**src/hw/mq_reset_pkg.sv**
```systemverilog
// Purpose: Shared constants and types for the multi-queue reset controller
// Assumes: One 250 MHz clock, AHB-Lite register access, 32-bit data
// Notes: Register offsets are byte addresses of aligned words
package mq_reset_pkg;

    localparam logic [7:0] ADDR_CTRL = 8'h00;
    localparam logic [7:0] ADDR_STATUS = 8'h04;
    localparam logic [7:0] ADDR_STRAPS = 8'h08;
    localparam logic [7:0] ADDR_OFFSET = 8'h0C;
    localparam logic [7:0] ADDR_EMPTY = 8'h10;

    localparam int CTRL_SERIAL_DONE_BIT = 0;
    localparam int STAT_STATE_LSB = 0;
    localparam int STAT_TRAFFIC_BIT = 2;
    localparam int STAT_DEFAULT_BIT = 3;
    localparam int STAT_DONE_BIT = 4;
    localparam int OFFSET_FULL_LSB = 16;

    localparam logic [15:0] OFFSET_LOW = 16'h0008;
    localparam logic [15:0] OFFSET_HIGH = 16'h0080;
    localparam logic [15:0] OFFSET_RESET = 16'h0000;

    localparam int DEFAULT_LOAD_CYCLES = 32;
    localparam logic [1:0] SELECT_HOLD_CYCLES = 2'h2;

    localparam logic [1:0] HTRANS_IDLE = 2'h0;
    localparam logic HRESP_OKAY = 1'b0;
    localparam logic [31:0] RDATA_ZERO = 32'h0000_0000;

    typedef struct packed {
        logic packetSelect;
        logic flagBusSelect;
        logic inputWidthSel;
        logic outputWidthSel;
        logic busMatchSel;
        logic leadDeviceSel;
        logic [2:0] deviceIndex;
        logic programSourceSel;
        logic thresholdDefaultSel;
    } strap_cfg_t;

    localparam strap_cfg_t STRAP_RESET = '0;

    typedef enum logic [1:0] {
        CFG_RESET,
        CFG_WAIT_SERIAL,
        CFG_DEFAULT_LOAD,
        CFG_READY
    } cfg_state_t;

endpackage

```
**src/hw/mq_reset_control.sv**
```systemverilog
// Purpose: Master and partial reset control of a multi-queue FIFO device
// Assumes: Pins sampled synchronously to clk; AHB-Lite slave, zero wait states
// Notes: Configuration is serial (software write) or default (load counter)
`timescale 1ns/1ps
`default_nettype none

// What this block does
// - Master reset pin low then high resets device
// - Master reset clears config state, offsets, empty flags and traffic; ptrClearQueue keeps its value
// - Straps captured during master reset
// - No queue traffic until configuration completes
// - Partial reset clears one queue's pointers
// - Partial reset leaves configuration untouched
// - Source strap low serial, high default only
// - Default offsets 8 or 128 by strap
// - Packet strap only captured and read back, no packet mode logic
module mq_reset_control
    import mq_reset_pkg::*;
#(
    parameter int NUM_QUEUES = 32,
    parameter int LOAD_CYCLES = DEFAULT_LOAD_CYCLES,
    localparam int QW = (NUM_QUEUES > 1) ? $clog2(NUM_QUEUES) : 1
) (
    input wire logic clk,
    input wire logic nrst,
    input wire logic hsel,
    input wire logic [31:0] haddr,
    input wire logic [1:0] htrans,
    input wire logic hwrite,
    input wire logic [2:0] hsize,
    input wire logic hready,
    input wire logic [31:0] hwdata,
    output logic [31:0] hrdata,
    output logic hreadyout,
    output logic hresp,
    input wire logic masterResetN,
    input wire logic queuePointerClearN,
    input wire strap_cfg_t straps,
    input wire logic [QW-1:0] writeQueueSel,
    input wire logic [QW-1:0] readQueueSel,
    input wire logic writeEnable,
    output logic trafficEnable,
    output logic configDone,
    output strap_cfg_t cfgActive,
    output logic [15:0] almostEmptyOffset,
    output logic [15:0] almostFullOffset,
    output logic ptrClearPulse,
    output logic [QW-1:0] ptrClearQueue,
    output logic [NUM_QUEUES-1:0] queueEmpty
);

    if (NUM_QUEUES < 1 || NUM_QUEUES > 32) begin : g_bad_queues
        $error("NUM_QUEUES must be 1 to 32");
    end
    if (LOAD_CYCLES < 1 || LOAD_CYCLES > 65535) begin : g_bad_load
        $error("LOAD_CYCLES must be 1 to 65535");
    end

    localparam logic [15:0] LOAD_LAST = 16'(LOAD_CYCLES - 1);
    localparam logic [NUM_QUEUES-1:0] ALL_EMPTY = '1;

    cfg_state_t state_ff;
    strap_cfg_t strap_ff;
    logic [15:0] loadCnt_ff;
    logic [15:0] aeOffset_ff;
    logic [15:0] afOffset_ff;
    logic [QW-1:0] wrSelPrev_ff;
    logic [QW-1:0] rdSelPrev_ff;
    logic [1:0] wrHold_ff;
    logic [1:0] rdHold_ff;
    logic prsPrev_ff;
    logic clearPulse_ff;
    logic [QW-1:0] clearQueue_ff;
    logic [NUM_QUEUES-1:0] empty_ff;
    logic traffic_ff;
    logic done_ff;
    logic wrPend_ff;
    logic [7:0] wrAddr_ff;
    logic [31:0] rdata_ff;

    logic mrsActive;
    logic addrPhase;
    logic serialDoneWr;
    logic offsetWr;
    logic prsFall;
    logic prsAccept;
    logic nxt_traffic;
    logic [31:0] readMux;

    ////////////////////////////////////////////////////////////////////////
    // Master reset and configuration sequencing

    assign mrsActive = !masterResetN;

    always_ff @(posedge clk or negedge nrst) begin
        if (!nrst) begin
            strap_ff <= STRAP_RESET;
        end else if (mrsActive) begin
            strap_ff <= straps;
        end
    end

    always_ff @(posedge clk or negedge nrst) begin
        if (!nrst) begin
            state_ff <= CFG_RESET;
        end else if (mrsActive) begin
            state_ff <= CFG_RESET;
        end else begin
            case (state_ff)
                CFG_RESET: begin
                    if (strap_ff.programSourceSel) begin
                        state_ff <= CFG_DEFAULT_LOAD;
                    end else begin
                        state_ff <= CFG_WAIT_SERIAL;
                    end
                end
                CFG_WAIT_SERIAL: begin
                    if (serialDoneWr) begin
                        state_ff <= CFG_READY;
                    end
                end
                CFG_DEFAULT_LOAD: begin
                    if (loadCnt_ff == LOAD_LAST) begin
                        state_ff <= CFG_READY;
                    end
                end
                CFG_READY: begin
                    state_ff <= CFG_READY;
                end
                default: begin
                    state_ff <= CFG_RESET;
                end
            endcase
        end
    end

    always_ff @(posedge clk or negedge nrst) begin
        if (!nrst) begin
            loadCnt_ff <= '0;
        end else if (state_ff != CFG_DEFAULT_LOAD) begin
            loadCnt_ff <= '0;
        end else begin
            loadCnt_ff <= loadCnt_ff + 16'h0001;
        end
    end

    always_ff @(posedge clk or negedge nrst) begin
        if (!nrst) begin
            aeOffset_ff <= OFFSET_RESET;
            afOffset_ff <= OFFSET_RESET;
        end else if (mrsActive) begin
            aeOffset_ff <= OFFSET_RESET;
            afOffset_ff <= OFFSET_RESET;
        end else if (state_ff == CFG_RESET && strap_ff.programSourceSel) begin
            aeOffset_ff <= strap_ff.thresholdDefaultSel ? OFFSET_HIGH : OFFSET_LOW;
            afOffset_ff <= strap_ff.thresholdDefaultSel ? OFFSET_HIGH : OFFSET_LOW;
        end else if (offsetWr) begin
            aeOffset_ff <= hwdata[OFFSET_FULL_LSB-1:0];
            afOffset_ff <= hwdata[31:OFFSET_FULL_LSB];
        end
    end

    ////////////////////////////////////////////////////////////////////////
    // Partial reset of one queue

    always_ff @(posedge clk or negedge nrst) begin
        if (!nrst) begin
            wrSelPrev_ff <= '0;
            rdSelPrev_ff <= '0;
            wrHold_ff <= '0;
            rdHold_ff <= '0;
        end else begin
            wrSelPrev_ff <= writeQueueSel;
            rdSelPrev_ff <= readQueueSel;
            if (writeQueueSel != wrSelPrev_ff) begin
                wrHold_ff <= 2'h1;
            end else if (wrHold_ff != SELECT_HOLD_CYCLES) begin
                wrHold_ff <= wrHold_ff + 2'h1;
            end
            if (readQueueSel != rdSelPrev_ff) begin
                rdHold_ff <= 2'h1;
            end else if (rdHold_ff != SELECT_HOLD_CYCLES) begin
                rdHold_ff <= rdHold_ff + 2'h1;
            end
        end
    end

    assign prsFall = prsPrev_ff && !queuePointerClearN;
    assign prsAccept = prsFall && (state_ff == CFG_READY) && !mrsActive
        && (wrHold_ff == SELECT_HOLD_CYCLES) && (rdHold_ff == SELECT_HOLD_CYCLES)
        && (writeQueueSel == wrSelPrev_ff) && (readQueueSel == rdSelPrev_ff)
        && (writeQueueSel == readQueueSel);

    always_ff @(posedge clk or negedge nrst) begin
        if (!nrst) begin
            prsPrev_ff <= 1'b1;
            clearPulse_ff <= 1'b0;
            clearQueue_ff <= '0;
        end else begin
            prsPrev_ff <= queuePointerClearN;
            clearPulse_ff <= prsAccept;
            if (prsAccept) begin
                clearQueue_ff <= writeQueueSel;
            end
        end
    end

    always_ff @(posedge clk or negedge nrst) begin
        if (!nrst) begin
            empty_ff <= ALL_EMPTY;
        end else if (mrsActive) begin
            empty_ff <= ALL_EMPTY;
        end else begin
            for (int q = 0; q < NUM_QUEUES; q++) begin
                if (prsAccept && writeQueueSel == QW'(q)) begin
                    empty_ff[q] <= 1'b1;
                end else if (traffic_ff && writeEnable && writeQueueSel == QW'(q)) begin
                    empty_ff[q] <= 1'b0;
                end
            end
        end
    end

    // Traffic blocked until configured and while either reset is low
    assign nxt_traffic = (state_ff == CFG_READY) && !mrsActive
        && queuePointerClearN && !prsFall;

    always_ff @(posedge clk or negedge nrst) begin
        if (!nrst) begin
            traffic_ff <= 1'b0;
            done_ff <= 1'b0;
        end else begin
            traffic_ff <= nxt_traffic;
            done_ff <= (state_ff == CFG_READY) && !mrsActive;
        end
    end

    ////////////////////////////////////////////////////////////////////////
    // AHB-Lite register slave

    assign addrPhase = hsel && hready && htrans[1];
    assign serialDoneWr = wrPend_ff && (wrAddr_ff == ADDR_CTRL)
        && hwdata[CTRL_SERIAL_DONE_BIT] && (state_ff == CFG_WAIT_SERIAL) && !mrsActive;
    assign offsetWr = wrPend_ff && (wrAddr_ff == ADDR_OFFSET)
        && (state_ff == CFG_WAIT_SERIAL);

    always_comb begin
        readMux = RDATA_ZERO;
        case (haddr[7:0])
            ADDR_CTRL: begin
                readMux = RDATA_ZERO;
            end
            ADDR_STATUS: begin
                readMux[STAT_STATE_LSB +: 2] = state_ff;
                readMux[STAT_TRAFFIC_BIT] = traffic_ff;
                readMux[STAT_DEFAULT_BIT] = strap_ff.programSourceSel;
                readMux[STAT_DONE_BIT] = done_ff;
            end
            ADDR_STRAPS: begin
                readMux[$bits(strap_cfg_t)-1:0] = strap_ff;
            end
            ADDR_OFFSET: begin
                readMux = {afOffset_ff, aeOffset_ff};
            end
            ADDR_EMPTY: begin
                readMux[NUM_QUEUES-1:0] = empty_ff;
            end
            default: begin
                readMux = RDATA_ZERO;
            end
        endcase
    end

    always_ff @(posedge clk or negedge nrst) begin
        if (!nrst) begin
            wrPend_ff <= 1'b0;
            wrAddr_ff <= '0;
            rdata_ff <= RDATA_ZERO;
        end else begin
            if (hready) begin
                wrPend_ff <= addrPhase && hwrite;
            end
            if (addrPhase) begin
                wrAddr_ff <= haddr[7:0];
            end
            if (addrPhase && !hwrite) begin
                rdata_ff <= readMux;
            end
        end
    end

    assign hrdata = rdata_ff;
    assign hreadyout = 1'b1;
    assign hresp = HRESP_OKAY;
    assign trafficEnable = traffic_ff;
    assign configDone = done_ff;
    assign cfgActive = strap_ff;
    assign almostEmptyOffset = aeOffset_ff;
    assign almostFullOffset = afOffset_ff;
    assign ptrClearPulse = clearPulse_ff;
    assign ptrClearQueue = clearQueue_ff;
    assign queueEmpty = empty_ff;

    logic unusedBits;
    assign unusedBits = ^{haddr[31:8], hsize, htrans[0]};

endmodule
`default_nettype wire

```
**config.mk**
```make
export PLATFORM = sky130hd
export DESIGN_NAME = mq_reset_control
export DESIGN_NICKNAME = d
export VERILOG_FILES = /design/src/hw/mq_reset_pkg.sv /design/src/hw/mq_reset_control.sv
export SDC_FILE = /design/constraint.sdc
export NUM_CORES = 1
export LEC_CHECK = 0
export BUFFER_PORTS_ARGS = -buffer_cell sky130_fd_sc_hd__clkbuf_2
export CAP_MARGIN = 20
export CORE_MARGIN = 5
export CORE_UTILIZATION = 31
export DETAILED_ROUTE_END_ITERATION = 8
export GPL_TIMING_DRIVEN = 1
export SYNTH_ARGS = -nofsm -noshare
export SYNTH_HDL_FRONTEND = slang
export SYNTH_SLANG_ARGS = --single-unit
```
**constraint.sdc**
```tcl
create_clock -name clk -period 3.1 [get_ports clk]
set_input_delay 0.465 -clock clk [delete_from_list [all_inputs] [get_ports clk]]
set_output_delay 0.465 -clock clk [all_outputs]
set_load 0.1 [all_outputs]
```
==> results.json <==
{
  "clk_latency_ns": 0.43,
  "netlist_area_um2": 7060,
  "reg2reg_slack_ns": 0.91,
  "synth_top_family_by_area": "compound AO/OA/AOI/OAI gates",
  "grt_pass1_wl_um": 33500,
  "ys_ff_latch": 157,
  "die_w_um": 161,
  "synthMuxAreaShare": 0.0484,
  "synth_xor_area_frac": 0.0372,
  "rows": 55,
  "vias_per_cell": 5.09,
  "cts.sinks": 157,
  "maxSlewViolCount": 0,
  "violations": "hold timing",
  "root_buffer": "clkbuf_16",
  "status": "finished, violations left",
  "fmax_mhz": 457,
  "arrival_ns": 2.51,
  "worst_pin_slew_ns": 0.705,
  "core-area_um2": 22600,
  "powerDensity_nw_per_um2": 547,
  "netSwitchingFraction": 0.286,
  "synth-compound-area-share": 0.191,
  "path_delay_family": "simple AND/OR/NAND/NOR gates",
  "fill_cells": 2228,
  "reg2reg_depth": 5,
  "critPathLaunchType": "flop",
  "finalClockSkew_ns": 0.0165,
  "slowest_delay_ns": 0.79,
  "netlist-cell-type-count": 47,
  "wire_per_inst_um": 19.0,
  "rsz0062_at_grt": "false",
  "fin_setup_tns_ns": 0,
  "drive_above_1_share": 0.365,
  "hold_viol_final": 2,
  "vdd_drop_max_uv": 296,
  "synthArstFlopShare": 1.00,
  "synthTopCellsByArea": "dfrtp_1 44%, dfstp_2 12%, a22o_1 4.8%, mux2_2 4.0%, o31ai_1 3.5%",
  "htreeDepth": 4,
  "p_sw_mw": 1.39,
  "worstSetupEndpointType": "flop",
  "synth_top_cell_by_area": "dfrtp_1",
  "path_clk_slew_ns": 0.08,
  "grt_use_total": 0.163,
  "critical_path_class": "flop to flop",
  "die_area_um2": 25900,
  "first_pass_iters": 5,
  "ant_nets": 0,
  "cts-resized-gates": 0,
  "antenna_found_initial": 0,
  "finalWirelength_um": 21000,
  "whs_ns": -0.00345,
  "seqPwrFrac": 0.445,
  "cts_buffers": 17,
  "cts_setup_buffers": 0,
  "finalWorstSetupSlack_ns": 0.912,
  "grt_pass1_vias": 5729,
  "hp-class": "input pin to asynchronous set/reset pin",
  "finalSetupViolations": 0,
  "final_core_util": 0.393,
  "clockBufferDepth": 2,
  "cts_tree": "yes",
  "yosys_most_used_dff": "dfrtp_1",
  "numPortBuffers": 184,
  "rr_endpoint": "queueEmpty[1]$_DFFE_PN1P_",
  "cpMaxStageDelayCell": "or4_4",
  "ios": 215,
  "dp_slack_ns": 0.665,
  "syn_nets": 736,
  "yosys.area_share.adder": 0.00531,
  "p_clk_frac": 0.443,
  "yosysWarnings": 0,
  "fin_total_pwr_mw": 4.85,
  "multiInputGateArea_um2": 2860,
  "synth-simple-area-share": 0.120,
  "start_util": 0.313,
  "worstPathRequired_ns": 3.42,
  "route.detailed.drc": 0,
  "drtIter0Drc": 498,
  "grt_max_degree": 57,
  "seqCellArea_um2": 3970,
  "worstPathCellList": "xor2_1, nor3_1, nand3_1, or4_4, o31ai_1",
  "p_int_mw": 3.47,
  "cp_num_buf_inv": 0,
  "syn_to_final_growth_pct": 25.7,
  "p_comb_frac": 0.112,
  "dieHeight_um": 161,
  "timing.rr.start": "rdSelPrev_ff[3]$_DFF_PN0_",
  "syn-instance-count": 635,
  "vias": 5631,
  "yosysSeqAreaShare": 0.562,
  "maxCapViolCount": 0,
  "relSlewSlack": 0.529,
  "avgSynthCellArea_um2": 11.1,
  "holdBufCountCts": 0,
  "post-route-period-util": 0.706,
  "p_leak_nw": 3.97,
  "crit_fanout": 32,
  "grt_overflow_total": 0,
  "hpwl_um": 15400,
  "period_needed_ns": 2.19,
  "antenna-diode-count": 0,
  "fin_nets": 910,
  "finalWeightedCongestion": 0.825,
  "netlist.area_leader.share": 0.439,
  "synth_edf_count": 0
}
worst max path at each step:
| stage | slack (ns) | start | to | cells after the start |
|---|---|---|---|---|
| after floorplan | 0.82 | cfgActive[1]$_DFFE_PN0N_ | almostEmptyOffset[10]$_DFFE_PN0P_ | 7 |
| after global placement | 0.72 | readQueueSel[3] | queueEmpty[18]$_DFFE_PN1P_ | 6 |
| after detailed placement | 0.66 | haddr[2] | hrdata[24]$_DFFE_PN0P_ | 7 |
| after CTS | 0.91 | rdSelPrev_ff[3]$_DFF_PN0_ | queueEmpty[1]$_DFFE_PN1P_ | 5 |
| after global routing | 0.73 | rdSelPrev_ff[3]$_DFF_PN0_ | queueEmpty[10]$_DFFE_PN1P_ | 5 |
| final | 0.91 | rdSelPrev_ff[3]$_DFF_PN0_ | queueEmpty[1]$_DFFE_PN1P_ | 5 |
layout make-up:
class | instances | area share
clock buffers | 17 | 0.0479
clock inverters | 15 | 0.0201
inverters | 8 | 0.00338
multi-input cells | 427 | 0.322
flip-flops and latches | 157 | 0.447
well taps | 285 | 0.0402
repair buffers | 198 | 0.119
synth_stat cells, drive strengths merged (3+ instances only):
cell type    n
a21oi        5
clkbuf      25
and2         3
nand2       49
nand4        7
o31ai       35
mux2i        6
o21a        32
nor2        63
nor4         6
mux2        25
xnor2       12
buf         18
inv          7
ha           3
nand3       21
nor4b        3
nor3         7
xor2        18
dfstp       33
and3         3
o22ai        6
a22o        39
dfrtp      124
a22oi       32
nor2b        8
o21ai       29
nand2b       5
power by group through the flow:
stage	combinational, mW	sequential, mW	clock, mW
floorplan	0.196	2.36	0
global placement	0.546	2.20	0
detailed placement	0.548	2.20	0
CTS	0.549	2.16	2.21
global route	0.586	2.17	2.30
finish	0.542	2.16	2.15
sequential cells by signal (all words and copies together), names as in the netlist, 2 cells and up:
register,flops
almostFullOffset,16
wrSelPrev_ff,5
state_ff,2
rdHold_ff,2
cfgActive,11
wrAddr_ff,8
almostEmptyOffset,16
ptrClearQueue,5
wrHold_ff,2
rdSelPrev_ff,5
hrdata,32
loadCnt_ff,16
queueEmpty,32
kinds of logic (layout without fill, tap and decap cells):
family	after synthesis	after routing
compound gates	182	182
simple gates	179	179
flops	157	157
buf+inv	51	238
mux	31	31
xor+xnor	30	30
fa+ha+maj	3	3
other cells	2	2
layout by cell type, fill, tap and decap left out, drive strengths merged, types with 29 or more instances in the layout:
| cell type | netlist | layout |
|---|---|---|
| dfrtp | 124 | 124 |
| o21a | 32 | 32 |
| o21ai | 29 | 29 |
| o31ai | 35 | 35 |
| a22oi | 32 | 32 |
| nor2 | 63 | 63 |
| nand2 | 49 | 49 |
| a22o | 39 | 39 |
| clkbuf | 25 | 200 |
| dfstp | 33 | 33 |
through the flow:
stage                     hold slack [ns]  instances  cell area [um^2]
after floorplan                     0.169        635              7060
after global placement              0.464       1075              8280
after detailed placement            0.470       1075              8280
after CTS                         0.00783       1107              8880
after global routing               0.0220       1107              8880
final                            -0.00345       1107              8880
per-layer routing:
layer,up-vias,GRT usage,share of wire
li1,2654,-,-
met1,2772,0.222,0.46
met4,0,0.0461,0.019
met3,29,0.0411,0.055
met5,-,0,0
met2,176,0.259,0.47
No activity file was read; power rests on OpenSTA's default activity.
